$ cat src/gpr_pkg.sv
package gpr_pkg;
  localparam int num_ports = 6;
  localparam int port_w = 8;
  localparam int addr_w = 8;
  // Printed offsets are all multiples of four: byte address = 4 x index
  localparam logic [5:0] idx_a_data = 6'h00;
  localparam logic [5:0] idx_a_dir = 6'h01;
  localparam logic [5:0] idx_a_opt = 6'h02;
  localparam logic [5:0] idx_b_data = 6'h03;
  localparam logic [5:0] idx_b_dir = 6'h04;
  localparam logic [5:0] idx_unused = 6'h05;
  localparam logic [5:0] idx_c_data = 6'h06;
  localparam logic [5:0] idx_c_dir = 6'h07;
  localparam logic [5:0] idx_c_opt = 6'h08;
  localparam logic [5:0] idx_d_data = 6'h09;
  localparam logic [5:0] idx_d_dir = 6'h0a;
  localparam logic [5:0] idx_d_opt = 6'h0b;
  localparam logic [5:0] idx_e_data = 6'h0c;
  localparam logic [5:0] idx_e_dir = 6'h0d;
  localparam logic [5:0] idx_e_opt = 6'h0e;
  localparam logic [5:0] idx_f_data = 6'h0f;
  localparam logic [5:0] idx_f_dir = 6'h10;
  localparam logic [5:0] idx_irq_status = 6'h11;
  localparam logic [5:0] idx_irq_enable = 6'h12;
  localparam logic [5:0] idx_irq_clear = 6'h13;
  localparam logic [7:0] reg_reset = 8'h00;
  localparam logic [2:0] irq_reset = 3'h0;
  // Per-port option bit implementation masks; 1 = bit exists
  localparam logic [7:0] opt_mask_a = 8'hff;
  localparam logic [7:0] opt_mask_c = 8'hff;
  localparam logic [7:0] opt_mask_d = 8'hff;
  localparam logic [7:0] opt_mask_e = 8'hff;
  // Status bit positions: one per interrupt-capable port
  localparam int irq_bit_a = 0;
  localparam int irq_bit_c = 1;
  localparam int irq_bit_d = 2;
  localparam int irq_w = 3;
endpackage : gpr_pkg

$ cat src/gpr_regs.sv
`timescale 1ns/1ps
module gpr_regs
  import gpr_pkg::*;
(
  input wire logic clock,
  input wire logic nrst,
  input wire logic psel,
  input wire logic penable,
  input wire logic pwrite,
  input wire logic [gpr_pkg::addr_w-1:0] paddr,
  input wire logic [31:0] pwdata,
  input wire logic [3:0] pstrb,
  output logic [31:0] prdata,
  output logic pready,
  output logic pslverr,
  input wire logic [gpr_pkg::port_w-1:0] pin_in [gpr_pkg::num_ports],
  output logic [gpr_pkg::port_w-1:0] pin_out [gpr_pkg::num_ports],
  output logic [gpr_pkg::port_w-1:0] pin_oe_n [gpr_pkg::num_ports],
  output logic irq
);
  import gpr_pkg::*;

  // ****************************************
  // Register storage
  // ****************************************
  logic [port_w-1:0] port_pin_data [num_ports];
  logic [port_w-1:0] port_pin_direction [num_ports];
  logic [port_w-1:0] port_pin_option [num_ports];
  logic [port_w-1:0] in_prev [num_ports];
  logic [irq_w-1:0] irq_status;
  logic [irq_w-1:0] irq_enable;

  logic wr_en;
  logic [5:0] idx;
  logic [port_w-1:0] wbyte;
  assign wr_en = psel && penable && pwrite && pstrb[0];
  assign idx = paddr[7:2];
  assign wbyte = pwdata[7:0];
  assign pready = 1'b1;
  assign pslverr = 1'b0;

  // Kind of register: 0 data, 1 direction, 2 option, 3 none
  function automatic logic [1:0] reg_kind(input logic [5:0] i);
    case (i)
      idx_a_data, idx_b_data, idx_c_data, idx_d_data, idx_e_data,
        idx_f_data: reg_kind = 2'h0;
      idx_a_dir, idx_b_dir, idx_c_dir, idx_d_dir, idx_e_dir,
        idx_f_dir: reg_kind = 2'h1;
      idx_a_opt, idx_c_opt, idx_d_opt, idx_e_opt: reg_kind = 2'h2;
      default: reg_kind = 2'h3;
    endcase
  endfunction : reg_kind

  function automatic int reg_port(input logic [5:0] i);
    case (i)
      idx_a_data, idx_a_dir, idx_a_opt: reg_port = 0;
      idx_b_data, idx_b_dir: reg_port = 1;
      idx_c_data, idx_c_dir, idx_c_opt: reg_port = 2;
      idx_d_data, idx_d_dir, idx_d_opt: reg_port = 3;
      idx_e_data, idx_e_dir, idx_e_opt: reg_port = 4;
      default: reg_port = 5;
    endcase
  endfunction : reg_port

  function automatic logic [port_w-1:0] opt_mask(input int p);
    case (p)
      0: opt_mask = opt_mask_a;
      2: opt_mask = opt_mask_c;
      3: opt_mask = opt_mask_d;
      4: opt_mask = opt_mask_e;
      default: opt_mask = reg_reset;
    endcase
  endfunction : opt_mask

  // ****************************************
  // Register writes
  // ****************************************
  always_ff @(posedge clock or negedge nrst)
  begin
    if (!nrst)
    begin
      for (int p = 0; p < num_ports; p++)
      begin
        port_pin_data[p] <= reg_reset;
        port_pin_direction[p] <= reg_reset;
        port_pin_option[p] <= reg_reset;
      end
    end
    else if (wr_en)
    begin
      // Index 5 and above the map fall to kind 3 and are dropped
      case (reg_kind(idx))
        2'h0: port_pin_data[reg_port(idx)] <= wbyte;
        2'h1: port_pin_direction[reg_port(idx)] <= wbyte;
        2'h2: port_pin_option[reg_port(idx)] <=
          wbyte & opt_mask(reg_port(idx));
        default: ;
      endcase
    end
  end

  // ****************************************
  // Pin drive
  // ****************************************
  // Open drain only ever pulls low; a high bit releases the pin
  always_comb
  begin
    for (int p = 0; p < num_ports; p++)
    begin
      for (int b = 0; b < port_w; b++)
      begin
        pin_out[p][b] = port_pin_data[p][b];
        if (!port_pin_direction[p][b])
          pin_oe_n[p][b] = 1'b1;
        else if (port_pin_option[p][b])
          pin_oe_n[p][b] = 1'b0;
        else
          pin_oe_n[p][b] = port_pin_data[p][b];
      end
    end
  end

  // ****************************************
  // Read path
  // ****************************************
  function automatic logic [port_w-1:0] data_view(input int p);
    // Input pins show the pin, outputs the stored level
    data_view = (pin_in[p] & ~port_pin_direction[p]) |
      (port_pin_data[p] & port_pin_direction[p]);
  endfunction : data_view

  logic [port_w-1:0] rbyte;
  always_comb
  begin
    rbyte = reg_reset;
    case (reg_kind(idx))
      2'h0: rbyte = data_view(reg_port(idx));
      2'h1: rbyte = port_pin_direction[reg_port(idx)];
      2'h2: rbyte = port_pin_option[reg_port(idx)];
      default:
      begin
        if (idx == idx_irq_status)
          rbyte = {5'h00, irq_status};
        else if (idx == idx_irq_enable)
          rbyte = {5'h00, irq_enable};
        else
          rbyte = reg_reset;
      end
    endcase
  end

  always_ff @(posedge clock or negedge nrst)
  begin
    if (!nrst)
      prdata <= 32'h00000000;
    else if (psel && !penable && !pwrite)
      prdata <= {24'h000000, rbyte};
  end

  // ****************************************
  // Interrupts
  // ****************************************
  // Any change on an option-enabled input pin of port a, c or d is an event; edge
  // polarity selection lives elsewhere in the chip
  function automatic logic port_event(input int p);
    port_event = |((pin_in[p] ^ in_prev[p]) & ~port_pin_direction[p] &
      port_pin_option[p]);
  endfunction : port_event

  logic [irq_w-1:0] events;
  logic [irq_w-1:0] clr;
  assign events = {port_event(3), port_event(2), port_event(0)};
  assign clr = (wr_en && idx == idx_irq_clear) ? wbyte[irq_w-1:0]
    : irq_reset;

  always_ff @(posedge clock or negedge nrst)
  begin
    if (!nrst)
    begin
      for (int p = 0; p < num_ports; p++)
        in_prev[p] <= reg_reset;
    end
    else
    begin
      for (int p = 0; p < num_ports; p++)
        in_prev[p] <= pin_in[p];
    end
  end

  // Set wins over a clear in the same cycle
  always_ff @(posedge clock or negedge nrst)
  begin
    if (!nrst)
      irq_status <= irq_reset;
    else
      irq_status <= (irq_status & ~clr) | events;
  end

  always_ff @(posedge clock or negedge nrst)
  begin
    if (!nrst)
      irq_enable <= irq_reset;
    else if (wr_en && idx == idx_irq_enable)
      irq_enable <= wbyte[irq_w-1:0];
  end

  assign irq = |(irq_status & irq_enable);
endmodule : gpr_regs

$ cat config.mk
export PLATFORM = sky130hd
export DESIGN_NAME = gpr_regs
export DESIGN_NICKNAME = d
export VERILOG_FILES = /design/src/gpr_pkg.sv /design/src/gpr_regs.sv
export SDC_FILE = /design/constraint.sdc
export NUM_CORES = 1
export LEC_CHECK = 0
export ABC_AREA = 1
export BUFFER_PORTS_ARGS = -buffer_cell sky130_fd_sc_hd__buf_4
export CAP_MARGIN = 20
export CORE_MARGIN = 5
export CORE_UTILIZATION = 25
export DETAILED_ROUTE_END_ITERATION = 10
export SLEW_MARGIN = 20
export SYNTH_ARGS = -nofsm -noshare
export SYNTH_HDL_FRONTEND = slang
export SYNTH_SLANG_ARGS = --single-unit
$ cat constraint.sdc
create_clock -name clock -period 2.6 [get_ports clock]
set_clock_uncertainty 0.1 [all_clocks]
set_input_delay 0.13 -clock clock [delete_from_list [all_inputs] [get_ports clock]]
set_output_delay 0.13 -clock clock [all_outputs]
set_load 0.05 [all_outputs]
* Word-level counts from Yosys, hierarchy flattened
Memories as Yosys holds them, arrays and structs flattened.
Index checks and enable logic that the tools add are counted.
** Storage, ports and cells
- Bits in registers :: 182
- Output and inout bits :: 131
- Memory bits (read-only) :: 464
- Memories :: 9
- Input port bits :: 97
** Operators by class
- Reduce and logical (&&, ||, !) cells :: 24
- Equal/unequal tests :: 10
- $lt $le $gt $ge :: 9
- Bitwise operators :: 27
- Muxes and demuxes :: 148
** Memory list
- (no name shown) :: depth 32, width 2, rd ports 1, clocked after memory_dff 0, wr ports 0, RTL line gpr_regs.sv:44 : case (i)
- (no name shown) :: depth 32, width 2, rd ports 1, clocked after memory_dff 0, wr ports 0, RTL line gpr_regs.sv:44
- (no name shown) :: depth 16, width 3, rd ports 1, clocked after memory_dff 0, wr ports 0, RTL line gpr_regs.sv:55 : case (i)
- (no name shown) :: depth 16, width 3, rd ports 1, clocked after memory_dff 0, wr ports 0, RTL line gpr_regs.sv:55
- (no name shown) :: depth 16, width 3, rd ports 1, clocked after memory_dff 0, wr ports 0, RTL line gpr_regs.sv:55
- (no name shown) :: depth 16, width 3, rd ports 1, clocked after memory_dff 0, wr ports 0, RTL line gpr_regs.sv:55
- +3 memories
** Operators by type and width (number)
- 2-to-1 mux 32 bit :: 18
- >= comparator 32 x 4 -> 1 bit, second input constant :: 6
- NOT 32 bit :: 6
- bitwise mux 48 bit :: 3
- 2-to-1 mux 8 bit :: 16
- binary-select mux 8 bit (select 3 bit) :: 5
- < comparator 32 x 1 -> 1 bit, second input constant :: 3
- 2-to-1 mux 1 bit :: 96
- bitwise AND 8 bit :: 9
- demux 8 bit (select 3 bit) :: 3
- == test 32 x 2 -> 1 bit, second input constant :: 2
- == test 32 x 3 -> 1 bit, second input constant :: 1
- logical NOT 32 bit :: 1
- NOT 8 bit :: 4
- one-hot mux 8 bit (3 select lines) :: 1
- OR reduction 8 bit :: 3
- XOR 8 bit :: 3
- == test 6 x 5 -> 1 bit, second input constant :: 3
- logical AND 1 bit :: 10
- 2-to-1 mux 3 bit :: 3
- bitwise OR 8 bit :: 1
- bitwise AND 3 bit :: 2
- logical NOT 2 bit :: 3
- 2-to-1 mux 2 bit :: 3
- 8 further kinds :: 13

* Longest topological paths before layout
- Word-level depth :: 14
- Mapped depth :: 18

* Least setup slack after synthesis
OpenSTA, ideal clock, no wires.
- Path kind :: reg2out
- From :: register port_pin_data, in the netlist pin_out[16]
- To :: output port pin_oe_n[16] (netlist name)
- Path buffers :: 0
- Setup slack :: 0.537 ns
- Cell stages (with the launch flop) :: 3
- Arrival time :: 1.833 ns
- Path through :: dfrtp_1 inv_1 o21ai_0
** RTL lines
- start: declaration :: RTL line gpr_regs.sv:26 : logic [port_w-1:0] port_pin_data [num_ports];
- start signal: indexed assignment :: RTL line gpr_regs.sv:84 : port_pin_data[p] <= reg_reset;
- start signal: indexed assignment :: RTL line gpr_regs.sv:93 : 2'h0: port_pin_data[reg_port(idx)] <= wbyte;
- end: declaration :: RTL line gpr_regs.sv:18 : output logic [gpr_pkg::port_w-1:0] pin_oe_n [gpr_pkg::num_ports],

* Worst setup path after layout
- From :: input port paddr[3] (netlist name)
- To :: register prdata[6]
** On the way
- Word-level cells in the longest chain between the ends :: 11
** Ends and longest elaborated chain
- start: declaration :: RTL line gpr_regs.sv:10 : input wire logic [gpr_pkg::addr_w-1:0] paddr,
- memory (16 x 3 bit)
- 2-to-1 mux 32 bit :: RTL line gpr_regs.sv:55
- 2-to-1 mux 32 bit :: RTL line gpr_regs.sv:136 : case (reg_kind(idx))
- NOT 32 bit (implied by the code) :: RTL line gpr_regs.sv:128, gpr_regs.sv:129
- binary-select mux 8 bit (select 3 bit) :: RTL line gpr_regs.sv:128, gpr_regs.sv:129
- 2-to-1 mux 8 bit (implied by the code) (2 in a row) :: RTL line gpr_regs.sv:128, gpr_regs.sv:129
- NOT 8 bit :: RTL line gpr_regs.sv:128 : data_view = (pin_in[p] & ~port_pin_direction[p]) |
- bitwise AND 8 bit :: RTL line gpr_regs.sv:128
- bitwise OR 8 bit :: RTL line gpr_regs.sv:128
- one-hot mux 8 bit (3 select lines) * :: RTL line gpr_regs.sv:136
- end signal: assignment :: RTL line gpr_regs.sv:157 : prdata <= {24'h000000, rbyte};
- end: declaration :: RTL line gpr_regs.sv:13 : output logic [31:0] prdata,
Every way passes the cells marked *; elsewhere a longest branch is shown, timed or not. The select of a mux whose other input is x is not followed.
A chain may end at the register's enable or synchronous reset.

==> impl_metrics.py <==
metrics = {
    "critical_path": {
        "cpMostUsedCell": "nand2_1",
        "crit_fanout": 5,
        "rr_worst_depth": 10,
        "critPathArrivalTime_ns": 2.39,
        "worst_path_max_delay_cell": "nor2_2",
        "cpPeakStageDelay_ns": 0.30,
        "crit_type": "primary input to register",
        "r2r-end": "prdata[0]",
        "critPathCaptureType": "register",
        "startpoint_type": "primary input",
        "path_cells": "buf_4, inv_1, ha_1, nand2_1, nand3_1, buf_4, nor2_2, nand2_1, o21ai_0, buf_4, nor2_1, nand3_1, nand2_1, inv_1, nand2_1, nand2_1, nand2_1",
        "rrSetupSlack_ns": 0.95,
        "worstPathRequired_ns": 2.85,
        "r2r_start": "pin_out[40]",
    },
    "synth": {
        "ys.flop_type": "dfrtp_1",
        "ys_ff_latch": 182,
        "yosysMostFrequentCell": "nand2_1",
        "synthCells": 1400,
        "synthDistinctLibCells": 37,
        "synth_top_area_share_pct": 44.5,
        "yosysWarnings": 0,
        "ys_seq_area_share_pct": 44.5,
        "yosysTopAreaCell": "dfrtp_1",
        "netlist_area_um2": 10200,
        "ys_async_sr_fraction_pct": 100,
        "synth_edf_count": 0,
        "syn_area_per_cell_um2": 7.31,
        "synth_common_cells": "385 x nand2_1, 182 x dfrtp_1, 178 x inv_1",
        "synth_area_leaders": "dfrtp_1 45%, nand2_1 14%, nand3_1 6.9%, inv_1 6.5%, o21ai_0 5.5%",
    },
    "sta": {
        "final-hold-violation-count": 0,
        "rsz0062_at_grt": "no",
        "worstMarginPinSlew_ns": 0.717,
        "relSlewSlack_pct": 52.2,
        "tns_ns": 0,
        "fmax_mhz": 466,
        "setup-violations-final": 0,
        "drv_slew": 0,
        "layout_setup_ws_ns": 0.454,
        "period_share_pct": 82.5,
        "period_minus_slack_ns": 2.15,
    },
    "layout": {
        "fin_cells": 2169,
        "multi_input_area_um2": 4580,
        "nFillCells": 4323,
        "drive_gt1_share_pct": 18.7,
        "ff_latch_area_um2": 4550,
        "diodes": 0,
        "syn_to_final_growth_pct": 29.6,
        "final_nets": 1726,
        "final_area_um2": 13300,
    },
    "grt": {
        "first_global_vias": 10191,
        "antenna_found_initial": 0,
        "grt_pass1_wl_um": 64600,
        "grt.overflow.total": 0,
        "grt_max_degree": 68,
        "use_met2_pct": 31.5,
        "grt_use_met1_pct": 25.4,
        "grt_util_all_layers_pct": 19.3,
        "grtUsageMet3_pct": 3.73,
        "top_usage_layer": "met2",
    },
    "floorplan": {
        "dieArea_um2": 45100,
        "std_cell_rows": 74,
        "start_util_pct": 25.2,
        "die_h_um": 212,
        "die_x_um": 212,
        "pin_count": 228,
        "core_area_um2": 40600,
    },
    "detailed_routing": {
        "vias": 10477,
        "ant_nets": 0,
        "wirelength_um": 44000,
        "wl_per_cell_um": 20.3,
        "drtPass1Iterations": 7,
        "detail_route.vias_per_cell": 4.83,
        "drt-initial-drc-count": 1011,
        "drc": 0,
    },
    "run": {
        "max_cap_violations": 0,
    },
    "run_status": {
        "status": "finished, final reports clean",
    },
    "power_and_ir_drop": {
        "p_leak_nw": 6.39,
        "ir_drop_uv": 439,
        "p_per_area_nw_per_um2": 524,
    },
    "cts": {
        "hold_buffers": 29,
        "clk_pin_slew_ns": 0.07,
        "cts_made_buffers": 17,
        "cts.repair.resized": 0,
        "postCtsSetupRepairBufs": 0,
        "cts_tree": "yes",
        "clk_latency_ns": 0.46,
        "cts_htree_levels": 4,
        "clock_path_buffers": 2,
        "cts-root-buf": "clkbuf_16",
        "numClockSinks": 182,
    },
    "hold_path": {
        "hold_end": "port_pin_option[12]",
        "hold_path_class": "primary input to register",
        "hold_path.startpoint": "pwdata[4]",
        "whs_path_depth": 5,
    },
    "placed_design": {
        "dpl.hpwl_um": 34400,
        "place_worst_setup_slack_ns": 0.0730,
        "place_inst": 2108,
        "placed_area_um2": 12400,
        "port_buffers": 172,
        "gp_congestion": 1.01,
    },
}
## cells by family (layout without fill, tap and decap cells)
logic type	after synthesis	after routing	synth area share (%)
simple gates	701	701	30.2
buf+inv	269	482	11.6
compound gates	239	239	12.8
flops	182	182	44.5
fa+ha+maj	5	5	0.612
other cells	2	26	0.0734
xor+xnor	2	2	0.171
## routing by layer
layer	vias up	routed length (um)	part of all wire (%)
met1	5104	18400	42
met2	414	20600	47
li1	4886	-	-
met3	73	3250	7.4
met4	0	1650	3.7
met5	-	0	0
## layout by cell type (no fill, tap or decap), types with 7 or more instances in the layout
| master | count |
|---|---|
| clkbuf_16 | 17 |
| o211ai_1 | 14 |
| inv_2 | 7 |
| nor2_2 | 7 |
| buf_12 | 10 |
| dlygate4sd3_1 | 29 |
| o21ai_0 | 113 |
| inv_1 | 178 |
| nand2_1 | 385 |
| nand3b_1 | 21 |
| o21ai_1 | 64 |
| nand4_1 | 11 |
| nand3_1 | 142 |
| a21oi_1 | 24 |
| dfrtp_1 | 182 |
| conb_1 | 26 |
| nor2_1 | 109 |
| buf_4 | 225 |
## worst max-delay path: cells and delay by family
family | cells | cell delay [ns]
simple gates | 10 | 1.15
compound gates | 1 | 0.30
buf+inv | 5 | 0.60
fa+ha+maj | 1 | 0.21
## flip-flops by register name (all words and copies together), names as in the netlist
name                cells
in_prev                24
irq_enable              3
irq_status              3
pin_out                48
port_pin_direction     48
port_pin_option        48
prdata                  8
## where the power goes
group | internal [mW] | switching (mW)
clock | 1.35 | 1.27
combinational | 0.403 | 0.910
sequential | 2.93 | 0.0748
## how the worst max path moves through the flow
stage,from,end
2_1_floorplan,pin_out[16],pin_oe_n[16]
3_3_place_gp,paddr[3],port_pin_option[45]
3_5_place_dp,paddr[3],port_pin_option[45]
4_1_cts,paddr[3],port_pin_option[10]
5_1_grt,paddr[3],port_pin_option[17]
6_report,paddr[3],prdata[6]
## stage by stage
stage                     util [%]  hold slack, ns  power, mW
after floorplan                  -          -0.266       3.81
after global placement        30.5           0.107       4.32
after detailed placement      30.5           0.111       4.33
after CTS                     32.6          0.0373       6.97
after global routing          32.6          0.0792       7.20
final                         32.6          0.0492       6.94
## final cells by class
cell class / count / area share [%]
Inverter: 185 / 5.24
Multi-Input combinational cell: 973 / 34.6
Timing Repair Buffer: 265 / 16.5
Tap cell: 532 / 5.02
Clock inverter: 14 / 1.05
Clock buffer: 18 / 3.24
Sequential cell: 182 / 34.4
Note: power is estimated with default switching activity, not from simulation.
